### config.mk
export PLATFORM = sky130hd
export DESIGN_NAME = cpk_packer
export DESIGN_NICKNAME = d
export VERILOG_FILES = /design/src/inc/cpk_pkg.sv /design/src/verilog/cpk_hdr_fmt.sv /design/src/verilog/cpk_obj_mem.sv /design/src/verilog/cpk_packer.sv
export VERILOG_INCLUDE_DIRS = /design/src /design/src/inc
export SDC_FILE = /design/constraint.sdc
export NUM_CORES = 2
export LEC_CHECK = 0
export BUFFER_PORTS_ARGS = -buffer_cell sky130_fd_sc_hd__buf_2
export CORE_MARGIN = 10
export CORE_UTILIZATION = 50
export DETAILED_ROUTE_END_ITERATION = 16
export PLACE_DENSITY = 0.7
export REMOVE_ABC_BUFFERS = 1
export SYNTH_ARGS = -nofsm -noshare
export SYNTH_HDL_FRONTEND = slang
export SYNTH_HIERARCHICAL = 1
export SYNTH_SLANG_ARGS = --single-unit
### constraint.sdc
create_clock -name clk -period 33.9 [get_ports clk]
set_clock_uncertainty 0.15 [all_clocks]
set_input_delay 6.78 -clock clk [delete_from_list [all_inputs] [get_ports clk]]
set_output_delay 6.78 -clock clk [all_outputs]
set_load 0.05 [all_outputs]
### src/inc/cpk_consts.svh
// constants of the receive and transmit event object packer
`ifndef CPK_CONSTS_SVH
`define CPK_CONSTS_SVH

// register offsets, byte addresses on the register port
`define CPK_ADDR_CTRL      8'h00
`define CPK_ADDR_STATUS    8'h04
`define CPK_ADDR_COUNT     8'h08
`define CPK_RAM_SEL_BIT    7

// control register fields
`define CPK_CTRL_CFG       0
`define CPK_CTRL_RXTS      1
`define CPK_CTRL_TETS      2
`define CPK_CTRL_PLS_LSB   4
`define CPK_CTRL_RESET     32'h0000_0001

// status register fields
`define CPK_STAT_BUSY      0
`define CPK_STAT_RXDONE    1
`define CPK_STAT_TXDONE    2

// object layout inside the object memory
`define CPK_RX_BASE        5'h00
`define CPK_TX_BASE        5'h1C
`define CPK_HDR_WORDS      5'h02

// object word fields
`define CPK_W0_EXT_LSB     11
`define CPK_W0_BIT12       29
`define CPK_W1_FILT_LSB    11
`define CPK_W1_TRACK_LSB   9

// payload size codes, named by payload bytes
`define CPK_PLS_8          3'h0
`define CPK_PLS_12         3'h1
`define CPK_PLS_16         3'h2
`define CPK_PLS_20         3'h3
`define CPK_PLS_24         3'h4
`define CPK_PLS_32         3'h5
`define CPK_PLS_48         3'h6

`endif

### src/inc/cpk_pkg.sv
// types of the receive and transmit event object packer
package cpk_pkg;

   // packing sequence states
   typedef enum logic [2:0] {
      ST_IDLE,
      ST_ID,
      ST_CTL,
      ST_STAMP,
      ST_DATA
   } cpk_state_t;

endpackage : cpk_pkg

### src/verilog/cpk_hdr_fmt.sv
// builds the two header words of a receive or transmit event object
`timescale 1ns/10ps
`include "cpk_consts.svh"
module cpk_hdr_fmt
   import cpk_pkg::*;
(
   // object kind
   input  wire logic        isTx,
   // identifier
   input  wire logic [10:0] baseIdentifier,
   input  wire logic [17:0] extensionIdentifier,
   input  wire logic        stdIdBitTwelve,
   // frame flags
   input  wire logic        esi,
   input  wire logic        fdf,
   input  wire logic        brs,
   input  wire logic        rtr,
   input  wire logic        ide,
   input  wire logic [3:0]  dlc,
   // per kind fields
   input  wire logic [4:0]  matchedFilterIndex,
   input  wire logic [22:0] txTrackNumber,
   // header words
   output logic      [31:0] word0,
   output logic      [31:0] word1
);

   wire        rtrUsed = rtr & ~fdf;        // remote flag classic only
   wire [8:0]  flagBits = {esi, fdf, brs, rtrUsed, ide, dlc};
   wire [31:0] rxWord1 = {16'h0000, matchedFilterIndex, 2'b00, flagBits};
   wire [31:0] txWord1 = {txTrackNumber, flagBits};

   // identifier word, same layout for both kinds, unused top bits zero
   assign word0 = {2'b00, stdIdBitTwelve, extensionIdentifier,
                   baseIdentifier};
   // control word, filter index or track number by kind
   assign word1 = isTx ? txWord1 : rxWord1;

endmodule : cpk_hdr_fmt

### src/verilog/cpk_obj_mem.sv
// object memory: one write port, one registered read port
`timescale 1ns/10ps
module cpk_obj_mem
   import cpk_pkg::*;
(
   // clock and reset
   input  wire logic        clk,
   input  wire logic        rst,
   // write side, from the packer
   input  wire logic        wrEn,
   input  wire logic [4:0]  wrAddr,
   input  wire logic [31:0] wrData,
   // read side, from software
   input  wire logic        rdEn,
   input  wire logic [4:0]  rdAddr,
   output logic      [31:0] rdData
);

   logic [31:0] memArr [0:31];   // object words

   // write port, no reset on the array
   always_ff @(posedge clk) begin
      if (wrEn) begin
         memArr[wrAddr] <= wrData;
      end
   end

   // read data leave through a register
   always_ff @(posedge clk or posedge rst) begin
      if (rst) begin
         rdData <= 32'h0000_0000;
      end else if (rdEn) begin
         rdData <= memArr[rdAddr];
      end
   end

endmodule : cpk_obj_mem

### src/verilog/cpk_packer.sv
// packs received frames and transmit events into object memory words
//
// Contract
// - rx word0: base id 10:0, ext id 28:11
// - word0 bit 29 holds twelfth base id bit
// - rx word1 bits 15:11 hold matched filter
// - rx word1 31:16 and 10:9 carry nothing
// - rx word1 bit 8 holds error status
// - rx word1 bits 7:4 hold FDF BRS RTR IDE
// - rx word1 bits 3:0 hold data length code
// - remote flag meaningless for FD frames
// - rx time stamp written as word 2 if enabled
// - rx stamp word absent when stamping disabled
// - rx payload word count follows payload size
// - event word0 uses the same identifier layout
// - event word1 bits 31:9 hold track number
// - event word1 bit 8 holds error status
// - event word1 flags 7:4, length code 3:0
// - event stamp word 2 only when enabled
// - event stamp holds full 32-bit capture
// - track number copied from transmit object
// - sizes and stamp options change only configuring
`timescale 1ns/10ps
`include "cpk_consts.svh"
module cpk_packer
   import cpk_pkg::*;
(
   // clock and reset
   input  wire logic         clk,
   input  wire logic         rst,
   // register port
   input  wire logic [7:0]   regAddr,
   input  wire logic [31:0]  regWrData,
   input  wire logic         regWr,
   input  wire logic         regRd,
   output logic      [31:0]  regRdData,
   // accepted received frame
   input  wire logic         rxValid,
   input  wire logic [10:0]  rxBaseIdentifier,
   input  wire logic [17:0]  rxExtensionIdentifier,
   input  wire logic         rxStdIdBitTwelve,
   input  wire logic         rxEsi,
   input  wire logic         rxFdf,
   input  wire logic         rxBrs,
   input  wire logic         rxRtr,
   input  wire logic         rxIde,
   input  wire logic [3:0]   rxDlc,
   input  wire logic [4:0]   rxMatchedFilterIndex,
   input  wire logic [31:0]  rxCaptureStamp,
   input  wire logic [511:0] rxPayload,
   // completed transmission
   input  wire logic         txValid,
   input  wire logic [10:0]  txBaseIdentifier,
   input  wire logic [17:0]  txExtensionIdentifier,
   input  wire logic         txStdIdBitTwelve,
   input  wire logic         txEsi,
   input  wire logic         txFdf,
   input  wire logic         txBrs,
   input  wire logic         txRtr,
   input  wire logic         txIde,
   input  wire logic [3:0]   txDlc,
   input  wire logic [22:0]  txTrackNumber,
   input  wire logic [31:0]  txCaptureStamp,
   // handshake back to the frame sources
   output logic              ready,
   output logic              rxAck,
   output logic              txAck
);

   // payload size code to number of payload words
   function automatic logic [4:0] fnPayloadWords(input logic [2:0] code);
      case (code)
         `CPK_PLS_8:  fnPayloadWords = 5'h02;
         `CPK_PLS_12: fnPayloadWords = 5'h03;
         `CPK_PLS_16: fnPayloadWords = 5'h04;
         `CPK_PLS_20: fnPayloadWords = 5'h05;
         `CPK_PLS_24: fnPayloadWords = 5'h06;
         `CPK_PLS_32: fnPayloadWords = 5'h08;
         `CPK_PLS_48: fnPayloadWords = 5'h0C;
         default:     fnPayloadWords = 5'h10;
      endcase
   endfunction : fnPayloadWords

   // control register
   logic         cfgModeFf;              // configuration mode
   logic         rxStampEnableFf;        // rx stamp word on
   logic         txEventStampEnableFf;   // event stamp word on
   logic [2:0]   payloadSizeSelectFf;    // rx payload size code
   // status and counters
   logic         rxDoneFf;               // sticky, rx object stored
   logic         txDoneFf;               // sticky, event object stored
   logic [7:0]   rxCountFf;              // rx objects stored
   logic [7:0]   txCountFf;              // event objects stored
   logic [4:0]   rxLenFf;                // words of last rx object
   // sequencing
   cpk_state_t   stateFf;                // packing state
   cpk_state_t   nxt_state;              // next packing state
   logic [4:0]   ptrFf;                  // object memory write address
   logic [3:0]   wordIdxFf;              // payload word index
   // staged frame
   logic         kindTxFf;               // object is a transmit event
   logic         stampOnFf;              // stamp word in this object
   logic [4:0]   wordsFf;                // payload words in this object
   logic [10:0]  baseIdFf;
   logic [17:0]  extIdFf;
   logic         bit12Ff;
   logic         esiFf;
   logic         fdfFf;
   logic         brsFf;
   logic         rtrFf;
   logic         ideFf;
   logic [3:0]   dlcFf;
   logic [4:0]   filtFf;
   logic [22:0]  trackFf;
   logic [31:0]  stampFf;
   logic [511:0] payloadFf;
   // register read path
   logic [31:0]  regRdFf;                // register read data
   logic         ramSelFf;               // last read hit the memory
   logic [31:0]  memRdData;              // memory read data, registered

   // header words from the staged frame
   logic [31:0]  hdrWord0;
   logic [31:0]  hdrWord1;

   // request decoding
   wire idle     = (stateFf == ST_IDLE);
   wire takeRx   = idle && ready && rxValid;
   wire takeTx   = idle && ready && txValid && !rxValid;
   wire take     = takeRx || takeTx;
   // memory write and the object end
   wire memWr    = !idle;
   wire lastData = ({1'b0, wordIdxFf} == (wordsFf - 5'h01));
   wire finish   = memWr && (nxt_state == ST_IDLE);
   wire rxFinish = finish && !kindTxFf;
   wire txFinish = finish && kindTxFf;
   // register port decoding
   wire ramHit   = regAddr[`CPK_RAM_SEL_BIT];
   wire wrCtrl   = regWr && (regAddr == `CPK_ADDR_CTRL);
   wire wrStat   = regWr && (regAddr == `CPK_ADDR_STATUS);
   wire [31:0] ctrlWord = {25'h0000000, payloadSizeSelectFf, 1'b0,
                           txEventStampEnableFf, rxStampEnableFf,
                           cfgModeFf};
   wire [31:0] statWord = {3'b000, rxLenFf, txCountFf, rxCountFf, 5'h00,
                           txDoneFf, rxDoneFf, !idle};
   wire [31:0] rdSel = (regAddr == `CPK_ADDR_CTRL)   ? ctrlWord :
                       (regAddr == `CPK_ADDR_STATUS) ? statWord :
                       (regAddr == `CPK_ADDR_COUNT)  ?
                          {16'h0000, txCountFf, rxCountFf} : 32'h0000_0000;
   // word written to the object memory
   wire [31:0] dataWord = payloadFf[{wordIdxFf, 5'h00} +: 32];
   wire [31:0] memData  = (stateFf == ST_ID)    ? hdrWord0 :
                          (stateFf == ST_CTL)   ? hdrWord1 :
                          (stateFf == ST_STAMP) ? stampFf : dataWord;

   // header formatter
   cpk_hdr_fmt u_hdr (
      .isTx                (kindTxFf),
      .baseIdentifier      (baseIdFf),
      .extensionIdentifier (extIdFf),
      .stdIdBitTwelve      (bit12Ff),
      .esi                 (esiFf),
      .fdf                 (fdfFf),
      .brs                 (brsFf),
      .rtr                 (rtrFf),
      .ide                 (ideFf),
      .dlc                 (dlcFf),
      .matchedFilterIndex  (filtFf),
      .txTrackNumber       (trackFf),
      .word0               (hdrWord0),
      .word1               (hdrWord1)
   );

   // object memory, software reads it through the register window
   cpk_obj_mem u_mem (
      .clk    (clk),
      .rst    (rst),
      .wrEn   (memWr),
      .wrAddr (ptrFf),
      .wrData (memData),
      .rdEn   (regRd && ramHit),
      .rdAddr (regAddr[6:2]),
      .rdData (memRdData)
   );

   // next state: id, control, optional stamp, payload for rx only
   always_comb begin
      nxt_state = stateFf;
      case (stateFf)
         ST_IDLE:  if (take) nxt_state = ST_ID;
         ST_ID:    nxt_state = ST_CTL;
         ST_CTL: begin
            if (stampOnFf) begin
               nxt_state = ST_STAMP;
            end else if (kindTxFf) begin
               nxt_state = ST_IDLE;
            end else begin
               nxt_state = ST_DATA;
            end
         end
         ST_STAMP: nxt_state = kindTxFf ? ST_IDLE : ST_DATA;
         ST_DATA:  if (lastData) nxt_state = ST_IDLE;
         default:  nxt_state = ST_IDLE;
      endcase
   end

   // state, pointers and handshake
   always_ff @(posedge clk or posedge rst) begin
      if (rst) begin
         stateFf   <= ST_IDLE;
         ptrFf     <= 5'h00;
         wordIdxFf <= 4'h0;
         ready     <= 1'b0;
         rxAck     <= 1'b0;
         txAck     <= 1'b0;
      end else begin
         stateFf   <= nxt_state;
         ptrFf     <= take ? (takeTx ? `CPK_TX_BASE : `CPK_RX_BASE) :
                      memWr ? ptrFf + 5'h01 : ptrFf;
         wordIdxFf <= (stateFf == ST_DATA) ? wordIdxFf + 4'h1 : 4'h0;
         ready     <= (nxt_state == ST_IDLE) && !cfgModeFf;
         rxAck     <= takeRx;
         txAck     <= takeTx;
      end
   end

   // staging of the taken frame; options frozen for the whole object
   always_ff @(posedge clk) begin
      if (take) begin
         kindTxFf  <= takeTx;
         stampOnFf <= takeTx ? txEventStampEnableFf : rxStampEnableFf;
         wordsFf   <= fnPayloadWords(payloadSizeSelectFf);
         baseIdFf  <= takeTx ? txBaseIdentifier : rxBaseIdentifier;
         extIdFf   <= takeTx ? txExtensionIdentifier : rxExtensionIdentifier;
         bit12Ff   <= takeTx ? txStdIdBitTwelve : rxStdIdBitTwelve;
         esiFf     <= takeTx ? txEsi : rxEsi;
         fdfFf     <= takeTx ? txFdf : rxFdf;
         brsFf     <= takeTx ? txBrs : rxBrs;
         rtrFf     <= takeTx ? txRtr : rxRtr;
         ideFf     <= takeTx ? txIde : rxIde;
         dlcFf     <= takeTx ? txDlc : rxDlc;
         filtFf    <= rxMatchedFilterIndex;
         trackFf   <= txTrackNumber;
         stampFf   <= takeTx ? txCaptureStamp : rxCaptureStamp;
         payloadFf <= rxPayload;
      end
   end

   // control register; object options locked outside configuration
   always_ff @(posedge clk or posedge rst) begin
      if (rst) begin
         cfgModeFf            <= 1'(`CPK_CTRL_RESET);
         rxStampEnableFf      <= 1'b0;
         txEventStampEnableFf <= 1'b0;
         payloadSizeSelectFf  <= `CPK_PLS_8;
      end else if (wrCtrl) begin
         cfgModeFf <= regWrData[`CPK_CTRL_CFG];
         if (cfgModeFf) begin
            rxStampEnableFf      <= regWrData[`CPK_CTRL_RXTS];
            txEventStampEnableFf <= regWrData[`CPK_CTRL_TETS];
            payloadSizeSelectFf  <=
               regWrData[`CPK_CTRL_PLS_LSB +: 3];
         end
      end
   end

   // status: sticky done flags, set wins over write-one-to-clear
   always_ff @(posedge clk or posedge rst) begin
      if (rst) begin
         rxDoneFf  <= 1'b0;
         txDoneFf  <= 1'b0;
         rxCountFf <= 8'h00;
         txCountFf <= 8'h00;
         rxLenFf   <= 5'h00;
      end else begin
         rxDoneFf  <= rxFinish ||
                      (rxDoneFf && !(wrStat && regWrData[`CPK_STAT_RXDONE]));
         txDoneFf  <= txFinish ||
                      (txDoneFf && !(wrStat && regWrData[`CPK_STAT_TXDONE]));
         rxCountFf <= rxFinish ? rxCountFf + 8'h01 : rxCountFf;
         txCountFf <= txFinish ? txCountFf + 8'h01 : txCountFf;
         if (rxFinish) begin
            rxLenFf <= `CPK_HDR_WORDS + {4'h0, stampOnFf} + wordsFf;
         end
      end
   end

   // register read data, one cycle after the strobe
   always_ff @(posedge clk or posedge rst) begin
      if (rst) begin
         regRdFf  <= 32'h0000_0000;
         ramSelFf <= 1'b0;
      end else begin
         regRdFf  <= regRd ? rdSel : 32'h0000_0000;
         ramSelFf <= regRd && ramHit;
      end
   end

   // both read sources are registers; pick the one read last
   assign regRdData = ramSelFf ? memRdData : regRdFf;
endmodule : cpk_packer
==> summary.txt <==
Floorplanning
  • # rows: 136
  • IO Count: 763
  • Initial core utilization: between 50% and 60%
  • Die area: 154000 sq um
  • Core area: 138000 sq um
  • Die H: roughly 400 um
  • Die Width: 393 um

Clock network
  • H-tree Lvls: 4
  • CTS tree: built
  • Clock latency on the worst-skew pair: 0.81 ns
  • PostCTS Resize Cnt: 0
  • Clock buffer depth: 3
  • Hold-fix buffers, CTS: 0
  • Root buffer cell: clkbuf_16
  • Setup Fix Bufs, Post-CTS: 0
  • Sink Count: 1748
  • Num CTS Buffers: 173
  • Clk slew on worst S/H paths: 0.06 ns

Setup path
  • CP Class: input pin to register
  • Crit start category: input pin
  • Crit path required time: 34.47 ns
  • Crit path DAT: 11.34 ns
  • Crit path capture type: register
  • CP max FO: 62

Global route
  • Antenna violations before repair: 130
  • Vias in the first global route: 39200
  • Largest net degree at the start of global routing: 173
  • First-pass GRT wire length: 287 mm
  • GR Overflow Total: 0
  • Global Route Usage Sum: between 20% and 30%

Synth
  • Seq cells post-synth: 1748
  • Syn Area/Cell: between 15 and 20 sq um
  • Number of unique standard cell types used by synthesis: 62
  • Warnings from Yosys: 6
  • EDFF count, synth: between 1500 and 2000
  • Register area share after synthesis: 74.9%
  • Cell Area, Synth: 69400 sq um
  • Mapped Cells: approximately 3800
  • Fraction of registers with async set or reset after synthesis: 6.06%
  • Ys flop type: edfxtp_1

Timing
  • Max-slew violation count: 0
  • F_max: 92.9 MHz
  • Rel. slew slack: 14.1%
  • Fin. Hold Viols: 0
  • Final setup fails: 0
  • Tcrit/Tclk final: around a third
  • Worst hold slack: 0.339 ns
  • RSZ-0062 raised after global routing: no
  • Tightest Pin Transition: 1.29 ns
  • Tmin final: ~11 ns

Drt
  • DRT iter0 DRCs: 4891
  • Met3 WL: 21.2 mm
  • DR WL met2: 99.5 mm
  • DR pass1 iterations: 6
  • Mean number of vias per cell: 6.05
  • Final WL: 208 mm
  • Final ANT Viol Nets: 0
  • Vias: 39700
  • DRC viols: 0
  • Met1 wire length: just under 80 mm
  • Uppermost layer routed: met5
  • WL/cell: 31.6 um

Finish
  • Layout filler cell count: 10200
  • Area Overhead vs Synth: 16.0%
  • Final #Nets: roughly 5300
  • Final Cell Area: 80500 sq um
  • Share of layout cells above drive strength 1: about 29%

Job
  • Max-Cap Viols: 0

Placement
  • Buffers added on ports: 736
  • DP Area: about 75000 sq um
  • GPL Wtd Cong: 0.875
  • Dpl hpwl: 134 mm

Power
  • Leak pwr: 28.9 nW
  • Power per cell area: around 79 nW/um^2
  • Worst VDD drop: 0.0000627 V

Outcome
  • Status: finished, final reports clean

Hold path
  • Type of the worst min-delay path: register to register
==> cell usage after synthesis (2+ instances only) <==
| library cell | n | area (sq um) |
|---|---|---|
| clkbuf_4 | 3 | 22.5 |
| o21ai_0 | 24 | 120 |
| nor2_1 | 103 | 387 |
| buf_1 | 31 | 116 |
| nor3_1 | 19 | 95.1 |
| buf_4 | 64 | 480 |
| nor4_1 | 33 | 206 |
| buf_2 | 23 | 115 |
| mux2_4 | 2 | 30.0 |
| nor2b_1 | 7 | 43.8 |
| xor2_1 | 8 | 70.1 |
| nor3_2 | 2 | 20.0 |
| a22oi_1 | 264 | 1980 |
| nand2b_1 | 3 | 18.8 |
| a21boi_0 | 13 | 97.6 |
| clkbuf_1 | 95 | 357 |
| buf_6 | 40 | 450 |
| or3b_2 | 3 | 26.3 |
| mux2_2 | 65 | 732 |
| and2_2 | 7 | 52.6 |
| xnor2_1 | 17 | 149 |
| dfrtp_1 | 105 | 2630 |
| o22a_1 | 33 | 289 |
| inv_1 | 10 | 37.5 |
| mux4_2 | 160 | 3600 |
| a21oi_1 | 167 | 836 |
| nand2_1 | 236 | 886 |
| edfxtp_1 | 1642 | 49300 |
| and3_1 | 10 | 62.6 |
| inv_2 | 2 | 7.51 |
| o21ai_1 | 5 | 25.0 |
| nand4_1 | 7 | 43.8 |
| o21a_1 | 2 | 15.0 |
| mux2i_1 | 532 | 5330 |
| nand3_1 | 9 | 45.0 |
| a21o_1 | 2 | 15.0 |
| nand4b_1 | 2 | 17.5 |
| a21boi_1 | 5 | 37.5 |
| nand3b_1 | 5 | 37.5 |
| ha_1 | 7 | 87.6 |
| nor3b_1 | 2 | 15.0 |
| and2_1 | 33 | 206 |
| buf_8 | 2 | 30.0 |
| mux2_1 | 8 | 90.1 |
==> sequential cells by signal, indices dropped and copies added, names as in the netlist, 3 cells and up <==
register and flops:
baseIdFf 11, wordIdxFf 4, rxCountFf 8, payloadSizeSelectFf 3
regRdFf 29, stateFf 3, ptrFf 5, u_mem/rdData 32
u_mem/memArr 1024, extIdFf 18, txCountFf 8, dlcFf 4
rxLenFf 5, stampFf 32, filtFf 5, payloadFf 512
trackFf 23, wordsFf 5
==> stage by stage <==
step | total power, mW | cells | util, % | setup TNS (ns) | worst slack (ns)
4_1_cts | 6.38 | 6500 | 58.4 | 0 | 23.36
3_3_place_gp | 4.45 | 6181 | 54.3 | 0 | 22.57
6_report | 6.37 | 6563 | 58.5 | 0 | 23.13
2_1_floorplan | 4.30 | 3571 | - | -311.37 | -2.18
5_1_grt | 6.60 | 6535 | 58.4 | 0 | 23.06
3_5_place_dp | 4.51 | 6181 | 54.3 | 0 | 22.51
==> worst max-delay path: stages <==
cell,delay [ns]
buf_8,0.45
buf_4,0.82
buf_4,0.78
buf_4,0.88
mux2i_1,0.19
a22oi_1,0.23
a21oi_1,0.13
nor4_1,0.65
mux2_2,0.27
==> cell families (layout without fill, tap and decap cells) <==
kind of cell / count (synthesis) / count (layout) / share of synthesized area, %
DFF: 1748 / 1748 / 74.9
muxes: 767 / 767 / 14.1
AOI/OAI and AO/OA: 525 / 525 / 5.07
and+or+nand+nor: 485 / 485 / 3.16
buffers and inverters: 272 / 1147 / 2.37
xor gates and xnor gates: 25 / 25 / 0.315
adders and majority gates: 7 / 7 / 0.126
other: 1 / 65 / 0.00540
==> layout by cell type, fill, tap and decap left out, types with 32 or more instances in the layout <==
master     instances
nor2_4            34
nand2_1          235
clkbuf_1          32
nor4_1            33
edfxtp_1        1642
mux2i_1          532
nor2_1            68
clkbuf_16        174
diode_2           63
mux2_2            65
mux4_2           160
buf_4             77
a21oi_1          167
clkinv_2          39
o22a_1            33
buf_2            735
a22oi_1          264
dfrtp_1           98
==> where the power goes <==
part / internal [mW] / total, mW / switching [mW]
clock network: 1.08 / 1.90 / 0.822
registers: 3.14 / 3.25 / 0.109
logic: 0.315 / 1.22 / 0.908
==> area by class of cell <==
type	count	area (sq um)	share of cell area [%]
tap	1794	2240	2.79
clock buffer	217	4630	5.75
antenna	63	158	0.196
sequential	1748	52000	64.6
timing repair buffer	816	4330	5.38
inverter	12	47.5	0.0591
multi-input combinational	1811	16100	20.0
clock inverter	102	1030	1.29
==> path summary, 6_finish.rpt <==
path | depth (start not counted) | slack, ns | from | end
min in group asynchronous | 2 | 5.93 | rst | u_mem/rdData[5]
worst min-delay path | 1 | 0.34 | txDoneFf | txDoneFf
worst max register to register | 6 | 28.32 | wordIdxFf[0] | u_mem/memArr[8][23]
max in group asynchronous | 3 | 26.60 | rst | stateFf[0]
worst max-delay path | 9 | 23.13 | regAddr[2] | u_mem/rdData[7]
worst min register to register | 1 | 0.34 | txDoneFf | txDoneFf
==> routing by layer <==
metal / up-vias / track usage [%]
li1: 16700 / -
met1: 20200 / 33.9
met2: 2217 / 42.0
met3: 453 / 7.45
met4: 70 / 11.4
met5: - / 0
Note: power is estimated with default switching activity, not from simulation.
